### config.mk
export PLATFORM = sky130hd
export DESIGN_NAME = cts_top
export DESIGN_NICKNAME = d
export VERILOG_FILES = /design/src/hdl/cts_pkg.sv /design/src/hdl/cts_top.sv
export SDC_FILE = /design/constraint.sdc
export NUM_CORES = 1
export LEC_CHECK = 0
export ABC_AREA = 1
export BUFFER_PORTS_ARGS = -buffer_cell sky130_fd_sc_hd__buf_2
export CAP_MARGIN = 15
export CORE_UTILIZATION = 50
export DETAILED_ROUTE_END_ITERATION = 12
export HOLD_SLACK_MARGIN = 0.12
export PLACE_DENSITY = 0.8
export SYNTH_ARGS = -nofsm -noshare
export SYNTH_HDL_FRONTEND = slang
export SYNTH_SLANG_ARGS = --single-unit
### constraint.sdc
create_clock -name clk_i -period 2 [get_ports clk_i]
set_input_delay 0.2 -clock clk_i [delete_from_list [all_inputs] [get_ports clk_i]]
set_output_delay 0.2 -clock clk_i [all_outputs]
set_load 0.005 [all_outputs]
### src/hdl/cts_pkg.sv
// constants and types of the charge timer and sequencer block
//==============================================================
package cts_pkg;
  //==============================================================
  // register map on apb
  localparam logic [7:0] CTS_CTRL_ADDR   = 8'h00;
  localparam logic [7:0] CTS_TIMER_ADDR  = 8'h04;
  localparam logic [7:0] CTS_STATUS_ADDR = 8'h08;
  localparam logic [7:0] CTS_IRQ_ADDR    = 8'h0c;
  localparam logic [7:0] CTS_MASK_ADDR   = 8'h10;
  localparam logic [7:0] CTS_LIMIT_ADDR  = 8'h14;
  // control fields
  localparam int CTS_CTRL_EN_BIT   = 0;
  localparam int CTS_CTRL_AUTO_BIT = 1;
  localparam int CTS_CTRL_SS_LSB   = 8;
  localparam logic [1:0] CTS_CTRL_RST = 2'h3;
  localparam logic [7:0] CTS_SS_RST   = 8'h0f;
  localparam logic [15:0] CTS_FAST_RST   = 16'h00b4;
  localparam logic [15:0] CTS_TOPOFF_RST = 16'h002d;
  localparam logic [7:0] CTS_LIMIT_RST  = 8'h14;
  // event bits
  localparam int CTS_EV_RECHG = 0;
  localparam int CTS_EV_ABSENT = 1;
  localparam int CTS_EV_FAULT = 2;
  localparam int CTS_EV_TOPOFF = 3;
  localparam int CTS_EV_DONE = 4;
  localparam int CTS_EV_OVLD = 5;
  localparam int CTS_NEV = 6;
  // analog figures
  localparam int CTS_RECHG_OFS_MV = -100;
  localparam int CTS_STEP_MA      = 25;
  localparam int CTS_RAIL_BOOT_MV = 3600;
  localparam int CTS_RAIL_LIM_MV  = 3400;
  localparam int CTS_SUPPL_MV     = 50;
  // timing
  localparam int CTS_CLK_KHZ     = 125000;
  localparam int CTS_DEGLITCH_MS = 27;
  localparam int CTS_DEGLITCH_CYC = CTS_DEGLITCH_MS * CTS_CLK_KHZ;
  localparam int CTS_PRE_MIN     = 45;
  // a minute of clocks does not fit in 32 bits
  localparam longint CTS_MIN_CYC = longint'(60) * 1000 * CTS_CLK_KHZ;
  localparam int CTS_SS_UNIT_US  = 10;
  localparam int CTS_SS_UNIT_CYC = CTS_SS_UNIT_US * CTS_CLK_KHZ / 1000;
  typedef enum logic [2:0] {
    CTS_IDLE    = 3'b000,
    CTS_TRICKLE = 3'b001,
    CTS_PRE     = 3'b011,
    CTS_SOFT    = 3'b010,
    CTS_FAST    = 3'b110,
    CTS_TOPOFF  = 3'b111,
    CTS_DONE    = 3'b101,
    CTS_SUSP    = 3'b100
  } cts_state_e;
endpackage

### src/hdl/cts_top.sv
// charge sequencer, safety timers, recharge, adaptive limit, apb regs
//
// Register access over APB and the address map were chosen for this implementation.
`timescale 1ns/100ps
module cts_top
  import cts_pkg::*;
#(
  parameter int     DEGLITCH_CYC = CTS_DEGLITCH_CYC,
  parameter longint MIN_CYC      = CTS_MIN_CYC
) (
  input  wire logic        clk_i,            // 125 MHz
  input  wire logic        resetn_i,         // async, low; rail uvlo
  input  wire logic        psel_i,           // apb select
  input  wire logic        penable_i,        // apb enable
  input  wire logic        pwrite_i,         // apb write
  input  wire logic [7:0]  paddr_i,          // apb byte address
  input  wire logic [31:0] pwdata_i,         // apb write data
  output logic      [31:0] prdata_o,         // apb read data
  output logic             pready_o,         // apb ready
  output logic             pslverr_o,        // apb error
  input  wire logic        charge_disable_pin_i, // high disables
  input  wire logic        battery_absent_pin_i, // high: no battery
  input  wire logic        input_valid_i,    // input supply valid
  input  wire logic        input_uvlo_i,     // input below uvlo
  input  wire logic        input_ovp_i,      // input overvoltage
  input  wire logic        bat_ovp_i,        // battery overvoltage
  input  wire logic        thermal_sd_i,     // thermal shutdown
  input  wire logic        bat_above_trickle_i, // above trickle level
  input  wire logic        bat_above_min_i,  // above min_system_voltage
  input  wire logic        bat_at_reg_i,     // at regulation voltage
  input  wire logic        i_at_topoff_i,    // current at topoff level
  input  wire logic        bat_below_rch_i,  // below recharge_threshold
  input  wire logic        input_sag_i,      // at input_sag_threshold
  input  wire logic        ilim_hit_i,       // input current limit hit
  input  wire logic        rail_below_bat_i, // rail 50 mV under battery
  input  wire logic        ichg_zero_i,      // charge current is zero
  output logic             charge_on_o,      // charger switching
  output logic             fast_mode_o,      // constant current
  output logic             cv_mode_o,        // constant voltage
  output logic             soft_start_o,     // soft ramp active
  output logic             rail_boot_o,      // rail regulated 3.6 V
  output logic             rail_hold_o,      // charge cut, rail 3.4 V
  output logic             supplement_o,     // battery feeds rail
  output logic      [7:0]  in_limit_o,       // limit in 25 mA steps
  output logic             irq_out_n_o       // interrupt, active low
);
  localparam int NSYNC = 15;
  localparam int DG_W = 32;

  typedef struct packed {
    logic [NSYNC-1:0] s1;
    logic [NSYNC-1:0] s2;
    cts_state_e       st;
    logic [1:0]       ctrl;
    logic [7:0]       ss_div;
    logic [15:0]      fast_min;
    logic [15:0]      top_min;
    logic [7:0]       lim_max;
    logic [CTS_NEV-1:0] flags;
    logic [CTS_NEV-1:0] mask;
    logic [32:0]      mcnt;
    logic             mtick;
    logic [DG_W-1:0]  dg;
    logic             rch_ok;
    logic [15:0]      pre_t;
    logic [15:0]      fast_t;
    logic [15:0]      top_t;
    logic [15:0]      sscnt;
    logic [7:0]       sstep;
    logic             sstick;
    logic [7:0]       lim;
    logic             ovld;
    logic             abs_d;
    logic             recharge;
    logic [31:0]      rdata;
  } cts_state_s;

  cts_state_s r, n;
  logic [NSYNC-1:0] raw;
  logic [CTS_NEV-1:0] ev;
  logic en, fault, wr, rd, rd_setup, tick, ss_hit, mapped;

  assign raw = {charge_disable_pin_i, battery_absent_pin_i, input_valid_i,
                input_uvlo_i, input_ovp_i, bat_ovp_i, thermal_sd_i,
                bat_above_trickle_i, bat_above_min_i, bat_at_reg_i,
                i_at_topoff_i, bat_below_rch_i, input_sag_i, ilim_hit_i,
                rail_below_bat_i};
  // s2 index: 14 dis,13 abs,12 valid,11 uvlo,10 iovp,9 bovp,8 tsd,
  // 7 trk,6 min,5 reg,4 topi,3 rch,2 sag,1 ilim,0 railbelow

  assign wr = psel_i & penable_i & pwrite_i;
  assign rd = psel_i & penable_i & ~pwrite_i;
  assign rd_setup = psel_i & ~penable_i & ~pwrite_i;
  assign pready_o = 1'b1;
  assign mapped = paddr_i inside {CTS_CTRL_ADDR, CTS_TIMER_ADDR,
                  CTS_STATUS_ADDR, CTS_IRQ_ADDR, CTS_MASK_ADDR,
                  CTS_LIMIT_ADDR};
  assign pslverr_o = psel_i & penable_i & ~mapped;
  assign prdata_o = r.rdata;

  always_comb begin
    n = r;
    ev = '0;
    //==============================================================
    // synchronisers; first stage feeds only the second
    n.s1 = raw;
    n.s2 = r.s1;
    en = r.ctrl[CTS_CTRL_EN_BIT] & ~r.s2[14];
    fault = r.s2[9] | r.s2[10] | r.s2[8];
    //==============================================================
    // prescaler: one pulse per minute drives the precharge, fast and topoff timers
    n.mtick = 1'b0;
    if (r.mcnt >= 33'(MIN_CYC - 1)) begin
      n.mcnt = '0;
      n.mtick = 1'b1;
    end else begin
      n.mcnt = r.mcnt + 33'h1;
    end
    tick = r.mtick;
    //==============================================================
    // soft-start clock, period ss_div plus one units of 10 us
    n.sstick = 1'b0;
    if (r.sscnt >= 16'(CTS_SS_UNIT_CYC - 1)) begin
      n.sscnt = '0;
      if (r.sstep >= r.ss_div) begin
        n.sstep = '0;
        n.sstick = 1'b1;
      end else begin
        n.sstep = r.sstep + 8'h1;
      end
    end else begin
      n.sscnt = r.sscnt + 16'h1;
    end
    //==============================================================
    // recharge qualification: threshold sits fixed below regulation
    n.rch_ok = 1'b0;
    if (!r.s2[3]) begin
      n.dg = '0;
    end else if (r.dg >= DG_W'(DEGLITCH_CYC - 1)) begin
      n.rch_ok = 1'b1;
    end else begin
      n.dg = r.dg + DG_W'(1);
    end
    //==============================================================
    // adaptive input limit, one 25 mA code per soft-start tick
    if (!r.s2[12] || r.s2[11]) begin
      n.lim = '0;
    end else if (r.sstick) begin
      if (r.s2[2] && r.lim != 8'h0) begin
        n.lim = r.lim - 8'h1;
      end else if (r.lim < r.lim_max && !r.s2[1]) begin
        n.lim = r.lim + 8'h1;
      end
    end
    //==============================================================
    // charge state machine
    case (r.st)
      CTS_IDLE: begin
        if (en && r.s2[12] && !fault && !r.s2[13] && !r.s2[11]) begin
          n.st = r.recharge ? CTS_FAST : CTS_TRICKLE;
        end
      end
      CTS_TRICKLE: begin
        if (r.s2[7]) begin
          n.st = CTS_PRE;
        end
      end
      CTS_PRE: begin
        if (r.s2[6]) begin
          n.st = CTS_SOFT;
        end else if (r.pre_t >= 16'(CTS_PRE_MIN)) begin
          n.st = CTS_SUSP;
          ev[CTS_EV_FAULT] = 1'b1;
        end
      end
      CTS_SOFT: begin
        if (r.sstick) begin
          n.st = CTS_FAST;
        end
      end
      CTS_FAST: begin
        if (r.s2[5] && r.s2[4]) begin
          n.st = CTS_TOPOFF;
          ev[CTS_EV_TOPOFF] = 1'b1;
        end else if (r.fast_min != 16'h0 &&
                     r.fast_t >= r.fast_min) begin
          n.st = CTS_SUSP;
          ev[CTS_EV_FAULT] = 1'b1;
        end
      end
      CTS_TOPOFF: begin
        if (r.top_t >= r.top_min) begin
          ev[CTS_EV_DONE] = 1'b1;
          n.st = CTS_DONE;
        end
      end
      CTS_DONE: begin
        if (r.ctrl[CTS_CTRL_AUTO_BIT] && r.rch_ok) begin
          n.st = CTS_FAST;
          ev[CTS_EV_RECHG] = 1'b1;
        end
      end
      CTS_SUSP: begin
        if (!en) begin
          n.st = CTS_IDLE;
        end
      end
      default: n.st = CTS_IDLE;
    endcase
    if (r.st == CTS_TOPOFF && r.rch_ok) begin
      n.st = CTS_FAST;
      ev[CTS_EV_RECHG] = 1'b1;
    end
    // topoff or done reached arms a recharge start on re-enable
    if (r.st == CTS_TOPOFF || r.st == CTS_DONE) begin
      n.recharge = 1'b1;
    end else if (r.st == CTS_FAST || r.st == CTS_TRICKLE) begin
      n.recharge = 1'b0;
    end
    if (r.st != CTS_IDLE && r.st != CTS_SUSP &&
        (!en || fault || r.s2[11] || !r.s2[12])) begin
      n.st = CTS_IDLE;
    end
    if (r.s2[13]) begin
      n.st = CTS_IDLE;
    end
    // rising edge of the synchronised pin; the first stage stays private
    n.abs_d = r.s2[13];
    ev[CTS_EV_ABSENT] = r.s2[13] & ~r.abs_d;
    //==============================================================
    // safety timers
    if (fault || r.s2[11] || r.s2[14] || r.s2[6] ||
        r.st != CTS_PRE) begin
      n.pre_t = '0;
    end else if (tick) begin
      n.pre_t = r.pre_t + 16'h1;
    end
    if (fault || r.s2[11] || !en || r.st != CTS_FAST) begin
      n.fast_t = '0;
    end else if (tick) begin
      n.fast_t = r.fast_t + 16'h1;
    end
    if (fault || r.s2[11] || !en || r.st != CTS_TOPOFF) begin
      n.top_t = '0;
    end else if (tick) begin
      n.top_t = r.top_t + 16'h1;
    end
    //==============================================================
    // system rail priority and overload
    n.ovld = (r.st == CTS_FAST || r.st == CTS_TOPOFF ||
              r.st == CTS_SOFT) && r.s2[1] && r.s2[0] && ichg_zero_i;
    ev[CTS_EV_OVLD] = n.ovld & ~r.ovld;
    //==============================================================
    // apb registers; set beats read-clear
    // read data is latched in setup so it stands through the access cycle
    n.rdata = '0;
    if (rd_setup) begin
      case (paddr_i)
        CTS_CTRL_ADDR:   n.rdata = {16'h0, r.ss_div, 6'h0, r.ctrl};
        CTS_TIMER_ADDR:  n.rdata = {r.top_min, r.fast_min};
        CTS_STATUS_ADDR: n.rdata = {22'h0, r.ovld, r.recharge, r.lim[0],
                                    r.s2[13], r.s2[14], 2'h0, r.st};
        CTS_IRQ_ADDR:    n.rdata = {26'h0, r.flags};
        CTS_MASK_ADDR:   n.rdata = {26'h0, r.mask};
        CTS_LIMIT_ADDR:  n.rdata = {16'h0, r.lim, r.lim_max};
        default:         n.rdata = '0;
      endcase
    end
    if (rd && paddr_i == CTS_IRQ_ADDR) begin
      // only the bits this read reported are cleared
      n.flags = (r.flags & ~r.rdata[CTS_NEV-1:0]) | ev;
    end else begin
      n.flags = r.flags | ev;
    end
    if (wr) begin
      case (paddr_i)
        CTS_CTRL_ADDR: begin
          n.ctrl = pwdata_i[1:0];
          n.ss_div = pwdata_i[CTS_CTRL_SS_LSB +: 8];
        end
        CTS_TIMER_ADDR: begin
          n.fast_min = pwdata_i[15:0];
          n.top_min = pwdata_i[31:16];
        end
        CTS_MASK_ADDR:  n.mask = pwdata_i[CTS_NEV-1:0];
        CTS_LIMIT_ADDR: n.lim_max = pwdata_i[7:0];
        default: ;
      endcase
    end
  end

  always_ff @(posedge clk_i or negedge resetn_i) begin
    if (!resetn_i) begin
      r <= '0;
      r.ctrl <= CTS_CTRL_RST;
      r.ss_div <= CTS_SS_RST;
      r.fast_min <= CTS_FAST_RST;
      r.top_min <= CTS_TOPOFF_RST;
      r.lim_max <= CTS_LIMIT_RST;
    end else begin
      r <= n;
    end
  end

  //==============================================================
  // outputs
  assign ss_hit = r.st == CTS_SOFT;
  assign charge_on_o = r.st != CTS_IDLE && r.st != CTS_SUSP &&
                       !(r.st == CTS_DONE &&
                         r.ctrl[CTS_CTRL_AUTO_BIT]);
  assign fast_mode_o = r.st == CTS_FAST || ss_hit;
  assign cv_mode_o = r.st == CTS_TOPOFF ||
                     (r.st == CTS_DONE && !r.ctrl[CTS_CTRL_AUTO_BIT]);
  assign soft_start_o = ss_hit;
  assign rail_boot_o = r.st == CTS_TRICKLE || r.st == CTS_PRE;
  assign rail_hold_o = charge_on_o && r.s2[1];
  assign supplement_o = r.ovld;
  assign in_limit_o = r.lim;
  assign irq_out_n_o = ~|(r.flags & ~r.mask);
endmodule

* Word level (Yosys, flattened, before mapping)
Cells that the tools add are included.
Cells by class: bitwise gates (word level) 23, reduce and logical (&&, ||, !) cells 66, $add $sub $neg 9, div/mod/pow operators 0, order comparisons 8, shifts and indexed selects 0, equal/unequal tests 25, multipliers 0, muxes and demuxes 52
Operators by type and width (count):
- $pmux W32 S6 | 1
- $mux W16 | 7
- $mux W32 | 3
- $add A16 B1 Y16 const B | 4
- $mux W3 | 14
- $mux W8 | 5
- $add A33 B1 Y33 const B | 1
- $ge A33 B33 Y1 const B | 1
- $mux W33 | 1
- $add A32 B1 Y32 const B | 1
- $ge A16 B16 Y1 | 2
- $ge A32 B22 Y1 const B | 1
- $ne A5 B5 Y1 const B | 5
- $pmux W3 S8 | 1
- $logic_and A1 B1 Y1 | 20
- $logic_or A1 B1 Y1 | 18
- $mux W1 | 18
- $add A8 B1 Y8 const B | 2
- $eq A8 B4 Y1 const B | 2
- $eq A8 B5 Y1 const B | 2
- $ge A16 B11 Y1 const B | 1
- $ge A16 B6 Y1 const B | 1
- $reduce_bool A16 Y1 | 1
- $and A6 B6 Y6 | 2
- other kinds (29) | 69
Storage, ports and cells: flip-flop bits (word level) 278, memories 0, latch bits 0, RAM bits 0, output and inout bits 50, bits in read-only memories 0

* Longest topological paths before layout
depth after elaboration 11, gate-level depth with buffers 16, depth with buffers taken out 16

* Least setup slack after synthesis
No wires, ideal clock.
path kind reg-to-reg, start point register r (netlist bit in_limit_o[1]), end point register r (netlist bit in_limit_o[5]), data arrival time 2114 ps, period minus slack after synthesis 2231 ps, setup time 117 ps, stages on the path, launching flop included 15, setup slack -231 ps, cells stage by stage dfrtp_1 -> nor4_1 -> nand2_1 -> nand2_1 -> inv_1 -> ha_1 -> a21oi_1 -> nand2_1 -> nand2_1 -> nand2_1 -> a21oi_1 -> xor2_1 -> nor2_1 -> nand3_1 -> nand2_1
On the way: longest elaborated chain between the ends 5
RTL lines:
- start, declared | RTL line cts_top.sv:78 | cts_state_s r, n;
- start signal, assigned | RTL line cts_top.sv:301 | r <= n;
- $add A8 B1 Y8 / $reduce_bool A8 Y1 (equally long branches) | RTL line cts_top.sv:152, cts_top.sv:149
- $mux W8 / $logic_and A1 B1 Y1 (equally long branches) | RTL line cts_top.sv:151, cts_top.sv:149
- $mux W8 | RTL line cts_top.sv:149 | if (r.s2[2] && r.lim != 8'h0) begin
- $mux W8 | RTL line cts_top.sv:148 | end else if (r.sstick) begin
- $mux W8 | RTL line cts_top.sv:146 | if (!r.s2[12] || r.s2[11]) begin
Several ways; a longest one is shown, not always the timed one. The select of a mux whose other input is x is not followed. A chain may end at the register's enable or synchronous reset.

* Worst setup path after layout
start point register r (netlist bit in_limit_o[6]), end point register r (netlist bit in_limit_o[6])
Same word-level chain as after synthesis.

==> results.py <==
metrics = {
    "power_and_ir_drop": {
        "power.total_w": 0.0144,
        "cellLeakagePower_nw": 8.33,
        "power_density_nw_per_um2": 816,
        "vdd_drop_max_mv": 0.899,
    },
    "synth": {
        "yosys.area.top_type": "dfrtp_1",
        "ys_seq_area_share_pct": 47.4,
        "synth_mux_area_share_pct": 0.0766,
        "ys_seq_elements": 278,
        "syn_inst": 1798,
        "synth_xor_xnor_area_share_pct": 3.57,
        "synth-edff-count": 0,
        "synth_warnings": 0,
        "synth_adder_area_share_pct": 5.58,
        "avgSynthCellArea_um2": 8.18,
        "synth.area.top_cells": "dfrtp_1 (45%), nand2_1 (10%), inv_1 (5.9%)",
        "synthSimpleGateAreaFrac_pct": 24.9,
        "synth-main-ff-cell": "dfrtp_1",
        "synth_compound_area_share_pct": 8.91,
        "synth.top_cells.by_count": "nand2_1 (408), dfrtp_1 (262), inv_1 (233), nor2_1 (184), o21ai_0 (100)",
        "synth.distinct_cells": 57,
        "syn-cell-area_um2": 14700,
        "synth_top_area_share_pct": 44.6,
        "synth_top_family_by_area": "simple AND/OR/NAND/NOR gates",
        "async_flop_share_pct": 100,
        "synth_most_common_cell": "nand2_1",
    },
    "placement": {
        "dp_cells": 2287,
        "dp_slack_ns": -0.263,
        "hpwlAfterDp_mm": 26.0,
        "routabilityCongestion": 0.985,
        "io_buffers": 109,
    },
    "timing": {
        "finalMaxSlewViolations": 0,
        "period_share_pct": 110,
        "layout_setup_ws_ns": -0.208,
        "fin_tns_setup_ns": -0.886,
        "worst_pin_slew_ns": 0.551,
        "worst_clock_skew_ns": 0.0204,
        "rsz0062_at_grt": "yes",
        "whs_ns": 0.144,
        "max_freq_mhz": 453,
        "slew_headroom_pct": 63.2,
        "setup_viol": 8,
        "final-hold-violation-count": 0,
        "fin_crit_ns": 2.21,
    },
    "floorplan": {
        "die_w_um": 174,
        "die-area_um2": 30100,
        "fp.dieH_um": 174,
        "start_util_pct": 51.0,
        "rows": 62,
        "coreArea_um2": 28900,
        "io_pins": 111,
    },
    "route": {
        "wl_per_cell_um": 15.0,
        "vias": 12613,
        "drc_errors": 0,
        "wirelength_mm": 35.8,
        "drtAntennaViolNets": 0,
        "first_iter_violations": 925,
        "drt-vias-per-instance": 5.27,
        "dr.pass1.iters": 5,
    },
    "critical_path": {
        "ff2ff_path_depth": 13,
        "crit_path_start_kind": "flip-flop",
        "critPathArrivalTime_ns": 2.62,
        "timing.rr.end": "in_limit_o[6]",
        "crit_required_ns": 2.41,
        "r2r_slack_ns": -0.21,
        "worstSetupPathType": "reg -> reg",
        "cp-end-kind": "flip-flop",
        "worstReg2RegStart": "in_limit_o[6]",
        "cp_max_fo": 8,
    },
    "clock_tree": {
        "clock_sinks": 278,
        "cts_tree": "built",
        "cts_buffer_depth": 3,
        "clk_pin_slew_worst_paths_ns": 0.06,
        "htree_levels": 1,
        "cts-root-buf": "clkbuf_16",
        "clkLatencyLatePin_ns": 0.55,
        "cts_made_buffers": 29,
    },
    "worst_hold_path": {
        "min_to": "prdata_o[16]",
        "hp-class": "in -> reg",
        "hp-start": "psel_i",
        "hold-path-cell-count": 5,
    },
    "grt": {
        "grt_pass1_vias": 12603,
        "grt_first_pass_wirelength_mm": 59.7,
        "grt_max_degree": 62,
        "grt-ovfl-total": 0,
        "antenna_found_initial": 0,
        "gr-usage-all-layers_pct": 24.1,
    },
    "cells_and_area": {
        "nNetsFinal": 2114,
        "synthToLayoutAreaGrowth_pct": 20.0,
        "antenna_cells": 0,
        "drive_above_1_share_pct": 17.0,
        "final_cells": 2394,
    },
    "run_status": {
        "status": "finished, violations left",
        "violations": "setup timing",
    },
    "job": {
        "cap_violations": 0,
    },
}
## flip-flops by register name, summed over array words and instances (netlist names)
name and cells:
in_limit_o 8, n 16, prdata_o 32, r 220, supplement_o 1, tick 1
## worst max-delay path, stage by stage, from the launching register on
cell and delay [ns]:
dfrtp_1 0.41, nor4_4 0.28, nand2_1 0.13, nand2_2 0.14
inv_6 0.07, fa_2 0.37, a21oi_2 0.15, o21ai_1 0.08
nand2_1 0.11, a21oi_2 0.07, nor2_1 0.09, nand2_1 0.05
nand3_1 0.07, o21ai_1 0.07
## kinds of logic (layout without fill, tap and decap cells)
kind of cell	count (synthesis)	after routing
other cells	2	6
simple gates	837	837
mux	1	1
buf+inv	315	523
compound gates	240	240
flops	278	278
fa+ha+maj	65	65
xor+xnor	60	60
## final cells by class
| type | instances | area [um2] |
|---|---|---|
| clock buffer | 36 | 792 |
| clock inverter | 17 | 209 |
| fill | 2438 | 11200 |
| inverter | 240 | 908 |
| multi-input combinational | 1209 | 6600 |
| sequential | 278 | 6980 |
| tap | 384 | 480 |
| timing repair buffer | 230 | 1680 |
## metrics by stage
stage	util, %	area, um2
2_1_floorplan	-	14800
3_3_place_gp	55.1	15900
3_5_place_dp	55.1	15900
4_1_cts	60.5	17400
5_1_grt	61.2	17700
6_report	61.2	17700
## layout by cell type (no fill, tap or decap), types with 16 or more instances in the layout
master,Yosys,layout
nand2_1,408,396
ha_1,64,56
dfstp_2,16,16
buf_4,41,64
nand2_2,6,16
dlygate4sd3_1,0,49
xor2_1,46,46
o21ai_0,100,93
dfrtp_1,262,256
nand3_1,70,68
inv_1,233,229
a21oi_1,92,88
clkbuf_16,0,29
nor2_2,16,20
nor3_1,63,60
nor4_1,25,22
buf_2,13,108
nor2_1,184,180
nand4_1,39,39
## worst max path at each step
stage / start / to / slack, ns / cells past startpoint
after floorplan: in_limit_o[2] / in_limit_o[5] / -0.05 / 14
after global placement: in_limit_o[2] / in_limit_o[5] / -0.22 / 14
after detailed placement: in_limit_o[2] / in_limit_o[5] / -0.26 / 14
after CTS: in_limit_o[1] / in_limit_o[5] / -0.16 / 14
after global routing: in_limit_o[6] / in_limit_o[5] / -0.34 / 14
final: in_limit_o[6] / in_limit_o[6] / -0.21 / 13
## where the power goes
part           internal, W  leakage [nW]  switching [W]  total, W
clock network      0.00333         0.491        0.00227   0.00560
logic              0.00130          4.23        0.00155   0.00284
registers          0.00581          3.61       0.000156   0.00596
total               0.0104          8.33        0.00397    0.0144
## what timing repair did
| item | in CTS | in global routing |
|---|---|---|
| setup buffers | 4 | 1 |
| gates resized for setup | 9 | 47 |
| endpoints found under the hold margin | 343 | 0 |
| setup endpoints to repair | 10 | 55 |
| cloned | 0 | 0 |
| hold buffers | 49 | 0 |
| pin swaps | 7 | 12 |
## metal layers
layer | wire length [um] | global-route usage, %
met3 | 2010 | 3.29
met4 | 1160 | 7.49
met2 | 17700 | 42.8
met1 | 14900 | 30.3
met5 | 0 | 0
Note: power is estimated with default switching activity, not from simulation.
